File: src/ums_pkg.sv
/*
 pin logic constants and carriers for the two-channel serial/modem block.
 assumes one 50 MHz clock and byte-wide software registers.
*/
package ums_pkg;
    localparam int          NCH          = 2;     // channels a and b
    localparam int          AW           = 6;     // register address width
    localparam int          DW           = 8;     // register data width
    // register offsets, channel b adds the stride to the first four
    localparam logic [5:0]  CH_STRIDE    = 6'h10;
    localparam logic [5:0]  MCR_OFS      = 6'h00; // modem_ctrl_reg
    localparam logic [5:0]  EFR_OFS      = 6'h04; // enhanced_feature_reg
    localparam logic [5:0]  IER_OFS      = 6'h08; // irq_enable_reg
    localparam logic [5:0]  MSR_OFS      = 6'h0C; // pin state, read only
    localparam logic [5:0]  IRQ_STAT_OFS = 6'h20; // sticky events, w1c
    localparam logic [5:0]  IRQ_MASK_OFS = 6'h24; // event mask
    // modem_ctrl_reg fields
    localparam int          MCR_DTR      = 0;
    localparam int          MCR_RTS      = 1;
    localparam int          MCR_IR_INV   = 2;
    localparam int          MCR_OUT2     = 3;
    localparam int          MCR_IR       = 6;
    // enhanced_feature_reg fields
    localparam int          EFR_ARTS     = 6;
    localparam int          EFR_ACTS     = 7;
    // irq_enable_reg fields
    localparam int          IER_RTS      = 6;
    localparam int          IER_CTS      = 7;
    // event bits inside a channel nibble
    localparam int          EV_CTS       = 0;
    localparam int          EV_RTS       = 1;
    localparam int          EV_MODEM     = 2;
    localparam int          EV_SPARE     = 3;
    localparam int          EV_W         = 4;
    // reset values
    localparam logic [7:0]  MCR_RST      = 8'h00;
    localparam logic [7:0]  EFR_RST      = 8'h00;
    localparam logic [7:0]  IER_RST      = 8'h00;
    localparam logic [7:0]  STAT_RST     = 8'h00;
    localparam logic [7:0]  MASK_RST     = 8'h00;

    // one register access from software
    typedef struct packed {
        logic [AW-1:0] addr;
        logic [DW-1:0] wdata;
        logic          wr;
        logic          rd;
    } ums_req_t;

    // pins sampled from the far side, one channel
    typedef struct packed {
        logic rx;
        logic cts_n;
        logic dsr_n;
        logic cd_n;
        logic ri_n;
    } ums_pins_t;
endpackage : ums_pkg

File: src/ums_serial_pins.sv
/*
 serial and modem-control pin logic for both channels of a dual uart,
 with register port, sticky event status and interrupt pins.
 assumes transmitter, infrared codec and receive fifo sit in the core,
 on the same clock, and that pins arrive asynchronously.
*/
// Local design decisions: strobed register access and the placing of the registers.
`timescale 1ns/1ns
module ums_serial_pins (
    input  wire logic             mclk,
    input  wire logic             resetn,
    // register port
    input  wire ums_pkg::ums_req_t bus_req,
    output logic [7:0]            bus_rdata,
    // core side, channel a
    input  wire logic             tx_data_a,
    input  wire logic             tx_ir_a,
    input  wire logic             rx_halt_a,
    output logic                  rx_line_a,
    output logic                  tx_allow_a,
    // core side, channel b
    input  wire logic             tx_data_b,
    input  wire logic             tx_ir_b,
    input  wire logic             rx_halt_b,
    input  wire logic             rx_avail_b,
    output logic                  rx_line_b,
    output logic                  tx_allow_b,
    // pins, channel a
    output logic                  serial_out_chan_a,
    input  wire logic             serial_in_chan_a,
    output logic                  request_to_send_n_a,
    input  wire logic             clear_to_send_n_a,
    output logic                  terminal_ready_n_a,
    input  wire logic             set_ready_n_a,
    input  wire logic             carrier_detect_n_a,
    input  wire logic             ring_indicator_n_a,
    output logic                  output_port_two_n_a,
    output logic                  irq_out_chan_a,
    output logic                  irq_out_chan_a_oe,
    // pins, channel b
    output logic                  serial_out_chan_b,
    input  wire logic             serial_in_chan_b,
    output logic                  request_to_send_n_b,
    input  wire logic             clear_to_send_n_b,
    output logic                  terminal_ready_n_b,
    input  wire logic             set_ready_n_b,
    input  wire logic             carrier_detect_n_b,
    input  wire logic             ring_indicator_n_b,
    output logic                  output_port_two_n_b,
    output logic                  irq_out_chan_b,
    output logic                  irq_out_chan_b_oe,
    output logic                  rx_ready_n_chan_b,
    // combined interrupt level
    output logic                  irq
);
    import ums_pkg::*;

    // true when addr hits register ofs of channel ch
    function automatic logic hit(input logic [5:0] a, input int ch,
                                 input logic [5:0] ofs);
        logic [5:0] base;
        base = (ch == 0) ? 6'h00 : CH_STRIDE;
        hit = (a == (base | ofs));
    endfunction : hit

    logic [7:0]      modem_ctrl_reg        [NCH]; // modem_ctrl_reg per channel
    logic [7:0]      enhanced_feature_reg        [NCH]; // enhanced_feature_reg
    logic [7:0]      irq_enable_reg        [NCH]; // irq_enable_reg
    logic [7:0]      irq_stat;         // sticky events
    logic [7:0]      irq_mask;         // event mask
    logic [7:0]      ev;               // event pulses this cycle
    logic [7:0]      next_rdata;       // read mux
    ums_pins_t       pin_raw    [NCH]; // pins as they arrive
    ums_pins_t       pin_meta   [NCH]; // first sync stage
    ums_pins_t       pin_sync   [NCH]; // second sync stage
    ums_pins_t       pin_prev   [NCH]; // last synced value
    logic [NCH-1:0]  tx_data;          // core transmit level
    logic [NCH-1:0]  tx_ir;            // core encoder pulses
    logic [NCH-1:0]  rx_halt;          // fifo asks peer to stop
    logic [NCH-1:0]  serial_out;       // transmit pins
    logic [NCH-1:0]  rx_line;          // to receiver/decoder
    logic [NCH-1:0]  tx_allow;         // to transmitter
    logic [NCH-1:0]  rts_n;            // request pins
    logic [NCH-1:0]  dtr_n;            // terminal ready pins
    logic [NCH-1:0]  op2_n;            // output port 2 pins
    logic [NCH-1:0]  irq_val;          // channel interrupt level
    logic [NCH-1:0]  irq_oe;           // channel interrupt enable
    logic [NCH-1:0]  next_rts_n;       // rts value for next cycle

    // gather pins and core signals into arrays
    assign pin_raw[0] = '{rx: serial_in_chan_a, cts_n: clear_to_send_n_a,
                          dsr_n: set_ready_n_a, cd_n: carrier_detect_n_a,
                          ri_n: ring_indicator_n_a};
    assign pin_raw[1] = '{rx: serial_in_chan_b, cts_n: clear_to_send_n_b,
                          dsr_n: set_ready_n_b, cd_n: carrier_detect_n_b,
                          ri_n: ring_indicator_n_b};
    assign tx_data = {tx_data_b, tx_data_a};
    assign tx_ir   = {tx_ir_b, tx_ir_a};
    assign rx_halt = {rx_halt_b, rx_halt_a};

    // outputs straight from flops
    assign serial_out_chan_a   = serial_out[0];
    assign serial_out_chan_b   = serial_out[1];
    assign rx_line_a           = rx_line[0];
    assign rx_line_b           = rx_line[1];
    assign tx_allow_a          = tx_allow[0];
    assign tx_allow_b          = tx_allow[1];
    assign request_to_send_n_a = rts_n[0];
    assign request_to_send_n_b = rts_n[1];
    assign terminal_ready_n_a  = dtr_n[0];
    assign terminal_ready_n_b  = dtr_n[1];
    assign output_port_two_n_a = op2_n[0];
    assign output_port_two_n_b = op2_n[1];
    assign irq_out_chan_a      = irq_val[0];
    assign irq_out_chan_b      = irq_val[1];
    assign irq_out_chan_a_oe   = irq_oe[0];
    assign irq_out_chan_b_oe   = irq_oe[1];

    genvar i;
    generate
        for (i = 0; i < NCH; i++)
        begin : g_ch
            // control registers written by software
            always_ff @(posedge mclk or negedge resetn)
            begin
                if (!resetn)
                begin
                    modem_ctrl_reg[i] <= MCR_RST;
                    enhanced_feature_reg[i] <= EFR_RST;
                    irq_enable_reg[i] <= IER_RST;
                end
                else if (bus_req.wr)
                begin
                    if (hit(bus_req.addr, i, MCR_OFS))
                        modem_ctrl_reg[i] <= bus_req.wdata;
                    if (hit(bus_req.addr, i, EFR_OFS))
                        enhanced_feature_reg[i] <= bus_req.wdata;
                    if (hit(bus_req.addr, i, IER_OFS))
                        irq_enable_reg[i] <= bus_req.wdata;
                end
            end

            // two-stage sync, then change history
            always_ff @(posedge mclk or negedge resetn)
            begin
                if (!resetn)
                begin
                    pin_meta[i] <= '1;
                    pin_sync[i] <= '1;
                    pin_prev[i] <= '1;
                end
                else
                begin
                    pin_meta[i] <= pin_raw[i];
                    pin_sync[i] <= pin_meta[i];
                    pin_prev[i] <= pin_sync[i];
                end
            end

            // transmit pin: level in standard mode, pulses in infrared
            always_ff @(posedge mclk or negedge resetn)
            begin
                if (!resetn)
                    serial_out[i] <= 1'b1;
                else if (modem_ctrl_reg[i][MCR_IR])
                    serial_out[i] <= tx_ir[i];
                else
                    serial_out[i] <= tx_data[i];
            end

            // receive path towards receiver or decoder
            always_ff @(posedge mclk or negedge resetn)
            begin
                if (!resetn)
                    rx_line[i] <= 1'b1;
                else if (modem_ctrl_reg[i][MCR_IR])
                    rx_line[i] <= pin_sync[i].rx ^ modem_ctrl_reg[i][MCR_IR_INV];
                else
                    rx_line[i] <= pin_sync[i].rx;
            end

            // rts follows its bit, auto mode also drops on fifo halt
            always_comb
            begin
                if (enhanced_feature_reg[i][EFR_ARTS])
                    next_rts_n[i] = ~modem_ctrl_reg[i][MCR_RTS] | rx_halt[i];
                else
                    next_rts_n[i] = ~modem_ctrl_reg[i][MCR_RTS];
            end

            // modem outputs and interrupt pin coupling
            always_ff @(posedge mclk or negedge resetn)
            begin
                if (!resetn)
                begin
                    rts_n[i]    <= 1'b1;
                    dtr_n[i]    <= 1'b1;
                    op2_n[i]    <= 1'b1;
                    irq_oe[i]   <= 1'b0;
                    irq_val[i]  <= 1'b0;
                    tx_allow[i] <= 1'b1;
                end
                else
                begin
                    rts_n[i]    <= next_rts_n[i];
                    dtr_n[i]    <= ~modem_ctrl_reg[i][MCR_DTR];
                    op2_n[i]    <= ~modem_ctrl_reg[i][MCR_OUT2];
                    irq_oe[i]   <= modem_ctrl_reg[i][MCR_OUT2];
                    irq_val[i]  <= |(irq_stat[i*EV_W +: EV_W]
                                     & irq_mask[i*EV_W +: EV_W]);
                    // auto cts: transmit only while peer is clear
                    tx_allow[i] <= ~enhanced_feature_reg[i][EFR_ACTS]
                                   | ~pin_sync[i].cts_n;
                end
            end

            // event pulses for the sticky status
            assign ev[i*EV_W + EV_CTS]   = enhanced_feature_reg[i][EFR_ACTS] & irq_enable_reg[i][IER_CTS]
                & (pin_sync[i].cts_n != pin_prev[i].cts_n);
            assign ev[i*EV_W + EV_RTS]   = enhanced_feature_reg[i][EFR_ARTS] & irq_enable_reg[i][IER_RTS]
                & (next_rts_n[i] != rts_n[i]);
            // status inputs only flag a change, otherwise only read back at MSR_OFS
            assign ev[i*EV_W + EV_MODEM] =
                  (pin_sync[i].dsr_n != pin_prev[i].dsr_n)
                | (pin_sync[i].cd_n  != pin_prev[i].cd_n)
                | (pin_sync[i].ri_n  != pin_prev[i].ri_n);
            assign ev[i*EV_W + EV_SPARE] = 1'b0;
        end
    endgenerate

    // sticky status, new event wins over a clear
    always_ff @(posedge mclk or negedge resetn)
    begin
        if (!resetn)
            irq_stat <= STAT_RST;
        else if (bus_req.wr && bus_req.addr == IRQ_STAT_OFS)
            irq_stat <= (irq_stat & ~bus_req.wdata) | ev;
        else
            irq_stat <= irq_stat | ev;
    end

    // mask register
    always_ff @(posedge mclk or negedge resetn)
    begin
        if (!resetn)
            irq_mask <= MASK_RST;
        else if (bus_req.wr && bus_req.addr == IRQ_MASK_OFS)
            irq_mask <= bus_req.wdata;
    end

    // combined interrupt level
    always_ff @(posedge mclk or negedge resetn)
    begin
        if (!resetn)
            irq <= 1'b0;
        else
            irq <= |(irq_stat & irq_mask);
    end

    // receiver-ready for channel b, low while data waits
    always_ff @(posedge mclk or negedge resetn)
    begin
        if (!resetn)
            rx_ready_n_chan_b <= 1'b1;
        else
            rx_ready_n_chan_b <= ~rx_avail_b;
    end

    // read mux, unmapped reads give zero
    always_comb
    begin
        next_rdata = 8'h00;
        for (int c = 0; c < NCH; c++)
        begin
            if (hit(bus_req.addr, c, MCR_OFS))
                next_rdata = modem_ctrl_reg[c];
            if (hit(bus_req.addr, c, EFR_OFS))
                next_rdata = enhanced_feature_reg[c];
            if (hit(bus_req.addr, c, IER_OFS))
                next_rdata = irq_enable_reg[c];
            if (hit(bus_req.addr, c, MSR_OFS))
                next_rdata = {3'h0, pin_sync[c]};
        end
        if (bus_req.addr == IRQ_STAT_OFS)
            next_rdata = irq_stat;
        if (bus_req.addr == IRQ_MASK_OFS)
            next_rdata = irq_mask;
    end

    // read data stands one cycle after the strobe only
    always_ff @(posedge mclk or negedge resetn)
    begin
        if (!resetn)
            bus_rdata <= 8'h00;
        else if (bus_req.rd)
            bus_rdata <= next_rdata;
        else
            bus_rdata <= 8'h00;
    end
endmodule : ums_serial_pins

File: config.mk
export PLATFORM = sky130hd
export DESIGN_NAME = ums_serial_pins
export DESIGN_NICKNAME = d
export VERILOG_FILES = /design/src/ums_pkg.sv /design/src/ums_serial_pins.sv
export SDC_FILE = /design/constraint.sdc
export NUM_CORES = 1
export LEC_CHECK = 0
export ABC_AREA = 1
export BUFFER_PORTS_ARGS = -buffer_cell sky130_fd_sc_hd__buf_2
export CELL_PAD_IN_SITES_DETAIL_PLACEMENT = 0
export CELL_PAD_IN_SITES_GLOBAL_PLACEMENT = 1
export CORE_ASPECT_RATIO = 1.2
export CORE_MARGIN = 2
export CORE_UTILIZATION = 49
export DETAILED_ROUTE_END_ITERATION = 8
export GPL_ROUTABILITY_DRIVEN = 0
export PLACE_DENSITY = 0.83
export SLEW_MARGIN = 20
export SYNTH_ARGS = -nofsm -noshare
export SYNTH_HDL_FRONTEND = slang
export SYNTH_SLANG_ARGS = --single-unit
export TNS_END_PERCENT = 50
File: constraint.sdc
create_clock -name mclk -period 2.4 [get_ports mclk]
set_input_delay 0.12 -clock mclk [delete_from_list [all_inputs] [get_ports mclk]]
set_output_delay 0.12 -clock mclk [all_outputs]
set_load 0.005 [all_outputs]
## Yosys cells after proc, flatten, opt, wreduce, memory -nomap -nowiden

Cells that the tools add are included.

| storage, ports and cells | value |
|---|---|
| flip-flop bits (word level) | 118 |
| input bits | 35 |
| word-level logic and storage cells | 140 |

| operators by class | value |
|---|---|
| eq/ne operators | 19 |
| muxes and demuxes | 18 |
| bitwise logic cells | 36 |
| reduce and logical (&&, ||, !) cells | 12 |

Operator list:

| cell | count |
|---|---|
| 8-bit two-way mux | 12 |
| 6-bit by 5-bit == test with 1-bit output, second input constant | 4 |
| 8-bit AND | 2 |
| 8-bit by 7-bit bitwise OR with 8-bit output | 2 |
| 6-bit by 4-bit == test with 1-bit output, second input constant | 2 |
| 6-bit == test, second input constant | 2 |
| 2-bit AND reduction | 6 |
| 1-bit NOT | 11 |
| 1-bit != test | 10 |
| 1-bit AND | 8 |
| 4-bit AND | 2 |
| 8-bit NOT | 1 |
| 1-bit bitwise OR | 8 |
| 4-bit OR reduction | 2 |
| 8-bit OR reduction | 1 |
| 6-bit by 3-bit == test with 1-bit output, second input constant | 1 |
| 6-bit zero test | 1 |
| 1-bit two-way mux | 6 |
| 1-bit logical AND | 2 |
| 1-bit XOR | 2 |

## Logic depth before layout (Yosys ltp)

| logic depth | value |
|---|---|
| depth after elaboration | 12 |
| gate-level depth with buffers | 12 |

## Worst setup path before layout

No wires, ideal clock.

| timing | value |
|---|---|
| kind | input port to flip-flop |
| from | in bus_req[11] in the netlist's numbering |
| to | reg irq_mask[5] |
| library setup time | 0.125 ns |
| data arrival time | 1.022 ns |
| required time | 2.275 ns |
| slack | 1.253 ns |
| stages | 9 |
| cells stage by stage | nor2_4 -> nand2_2 -> inv_2 -> nand2_4 -> inv_4 -> nand2_2 -> buf_6 -> nand2_1 -> o21ai_2 |

| on the way | value |
|---|---|
| longest elaborated chain between the ends | 2 |

Ends and longest elaborated chain:

| element | RTL line | RTL |
|---|---|---|
| start: declaration | ums_serial_pins.sv:13 | `input wire ums_pkg::ums_req_t bus_req,` |
| 6-bit == test | ums_serial_pins.sv:247 | `else if (bus_req.wr && bus_req.addr == IRQ_MASK_OFS)` |
| 1-bit logical AND | ums_serial_pins.sv:247 |  |
| end signal: assignment | ums_serial_pins.sv:248 | `irq_mask <= bus_req.wdata;` |
| end: declaration | ums_serial_pins.sv:70 | `logic [7:0] irq_mask;` |

No other way between the ends.
A chain may end at the register's enable or synchronous reset.

## Worst setup path in the final report

| timing | value |
|---|---|
| from | reg modem_ctrl_reg[14] in the netlist's numbering |
| to | reg serial_out[0], in the netlist serial_out_chan_a |

| on the way | value |
|---|---|
| longest elaborated chain between the ends | 1 |

Ends and longest elaborated chain:

| element | RTL line | RTL |
|---|---|---|
| start: declaration | ums_serial_pins.sv:66 | `logic [7:0] modem_ctrl_reg [NCH];` |
| start signal: indexed assignment | ums_serial_pins.sv:135 | `modem_ctrl_reg[i] <= bus_req.wdata;` |
| 1-bit two-way mux | ums_serial_pins.sv:165 | `else if (modem_ctrl_reg[i][MCR_IR])` |
| end signal: indexed assignment | ums_serial_pins.sv:166 | `serial_out[i] <= tx_ir[i];` |
| end signal: indexed assignment | ums_serial_pins.sv:168 | `serial_out[i] <= tx_data[i];` |
| end: declaration | ums_serial_pins.sv:80 | `logic [NCH-1:0] serial_out;` |

No other way between the ends.

==> results.cfg <==
[timing]
slew_violations = 0
finalSetupViolCount = 0
worstMarginPinSlew_ns = 0.658
fin_crit_ns = 1.43
max_freq_mhz = 700
slew_headroom_pct = 56.2
fin_tns_setup_ns = 0
rsz0062_at_grt = no
clock-skew-final_ns = 0.00677
fin_crit_sh_pct = 59.5
setup_ws_ns = 0.972
hold_viol = 0

[detailed_routing]
wl_per_cell_um = 17.2
wirelength_um = 12000
ant_nets = 0
via_per_inst = 5.34
drt-pass1-iter-count = 5
post-route-drc-count = 0
num_vias = 3735
first_iter_violations = 208

[yosys]
synth_cells = 471
yosys_warnings = 0
synth_common_cells = nand2_1 (118), dfrtp_1 (77), dfstp_2 (41)
seq_area_frac_synth_pct = 60.6
syn_area_per_cell_um2 = 10.5
syn_nets = 506
synthTopCellsByArea = dfrtp_1 (39%), dfstp_2 (22%), nand2_1 (8.9%)
synth_cell_type_count = 33
netlist_area_mm2 = 0.00496
netlist.area_leader.share_pct = 38.9
netlist.top_cell.by_area = dfrtp_1
ys_ff_latch = 118
synth_edf_count = 0
synth-main-ff-cell = dfrtp_1
async_flop_share_pct = 100
synth.most_common_cell = nand2_1

[cells_and_area]
areaGrowthSynthToFinish_pct = 24.1
n_antenna_cell = 0
drive_gt1_share_pct = 35.5
nets = 596
fill_cells = 837
final_cell_area_mm2 = 0.00615
stdcell_count = 700

[worst_setup_path]
required_ns = 2.74
worstSetupPathType = register to register
arrival_ns = 1.76
critical_path.cell_chain = mux2_2 -> dlygate4sd3_1
critPathSlowestCell = dlygate4sd3_1
start_kind = register
worstPathMaxFanout = 4
max_stage_delay_ns = 0.56
end_kind = register

[placement]
dp_cells = 650
detailed_place.area_mm2 = 0.00535
dp_worst_setup_slack_ns = 0.659
hpwl_um = 8390
io_buffers = 60

[global_route]
first_global_vias = 3794
grtUsageTotal_pct = 24.8
grt_pass1_wl_um = 19800
grt.overflow.total = 0
grt_max_degree = 51
antenna_found_initial = 0

[floorplanning]
initial_utilization_pct = 50.0
fp.dieW_um = 95.8
rows = 40
die_h_um = 114
core_area_mm2 = 0.00991
io_pins = 61
dieArea_mm2 = 0.0109

[pwr]
power_density_mw_per_mm2 = 880
ir_worst_vdd_mv = 0.520
leakage_nw = 2.87

[worst_hold_path]
worst_hold_path_type = input pin to register

[clock_tree]
clock_sinks = 118
cts_tree = yes
clkTransAtPathRegs_ns = 0.06
cts-htree-levels = 4
clock_latency_ns = 0.41
cts_root_buf = clkbuf_16
cts_setup_buffers = 0
numCtsBuffers = 17
clock_tree.buffer_depth = 2

[outcome]
status = completed

[job]
drv_cap = 0
==> worst max-delay path, delay by kind of cell, from the launching register on <==
kind | cells | cell delay, ns
flip-flops | 1 | 0.44
buffers and inverters | 1 | 0.56
multiplexers | 1 | 0.35
==> cell families (layout without fill, tap and decap cells) <==
logic type,Yosys count,count (layout),share of synthesized area [%]
buffers and inverters,51,154,5.20
flip-flops,118,118,60.6
XOR/XNOR,9,9,1.59
AND/OR/NAND/NOR,180,180,17.9
multiplexers,2,2,0.454
AO/OA/AOI/OAI,111,111,14.3
==> layout by cell type (no fill, tap or decap), types with 3 or more instances in the layout <==
cell,synthesis,final
a21oi_1,16,16
a21oi_2,4,4
a22o_1,4,4
buf_2,1,59
buf_4,0,3
clkbuf_16,0,19
clkinv_4,0,3
clkinvlp_4,0,4
dfrtp_1,77,77
dfstp_2,41,41
dlygate4sd3_1,0,18
inv_1,33,33
inv_2,6,6
nand2_1,118,118
nand2_2,6,6
nand2_4,6,6
nand3_1,10,10
nand4_1,12,12
nor2_1,8,8
nor2_2,4,4
nor2_4,5,5
o211ai_1,7,7
o21a_1,3,3
o21ai_0,39,39
o21ai_1,12,12
o21ai_2,25,25
or2_2,4,4
xnor2_1,7,7
==> routing by layer <==
| metal | up-vias | GRT usage (%) | part of all wire, % |
|---|---|---|---|
| li1 | 1738 | - | - |
| met1 | 1813 | 32.5 | 42 |
| met2 | 157 | 38.1 | 48 |
| met3 | 27 | 6.91 | 6.4 |
| met4 | 0 | 11.7 | 3.0 |
| met5 | - | 0 | 0 |
==> stage by stage <==
| stage | hold slack, ns | utilization (%) | power [mW] |
|---|---|---|---|
| 6_report | 0.0587 | 62.1 | 5.41 |
| 5_1_grt | 0.0486 | 62.1 | 5.64 |
| 4_1_cts | 0.0397 | 62.1 | 5.46 |
| 3_5_place_dp | 0.195 | 54.0 | 2.84 |
| 3_3_place_gp | 0.185 | 54.0 | 2.82 |
| 2_1_floorplan | -0.176 | - | 2.61 |
==> final cells by class <==
type / instances / area [um^2] / share of cell area (%)
Clock buffer: 19 / 475 / 7.73
Clock inverter: 13 / 144 / 2.34
Inverter: 41 / 159 / 2.58
Multi-Input combinational cell: 302 / 1700 / 27.6
Sequential cell: 118 / 3000 / 48.8
Tap cell: 126 / 158 / 2.56
Timing Repair Buffer: 81 / 518 / 8.42
==> final timing paths <==
path	start	cells after the start	to	slack, ns
min	bus_req[0]	3	bus_rdata[6]$_DFF_PN0_	0.06
min reg2reg	pin_meta[0]$_DFF_PN1_	0	pin_sync[0]$_DFF_PN1_	0.35
max	modem_ctrl_reg[14]$_DFFE_PN0P_	2	serial_out_chan_a$_DFF_PN1_	0.97
max reg2reg	modem_ctrl_reg[14]$_DFFE_PN0P_	2	serial_out_chan_a$_DFF_PN1_	0.97
max in group asynchronous	resetn	3	output_port_two_n_b$_DFF_PN1_	1.33
min in group asynchronous	resetn	2	modem_ctrl_reg[6]$_DFFE_PN0P_	0.30
==> timing repair <==
action                                 in CTS  in global routing
endpoints found under the hold margin      35                  0
resized for setup                           0                  0
hold buffers                               18                  0
==> power by group <==
group	total [mW]	switching, mW	leakage, nW	internal (mW)
clock network	2.58	0.921	0.292	1.66
logic	0.457	0.259	1.14	0.198
registers	2.38	0.150	1.44	2.23
total	5.41	1.33	2.87	4.08
Power figures use the tool's default switching activity.
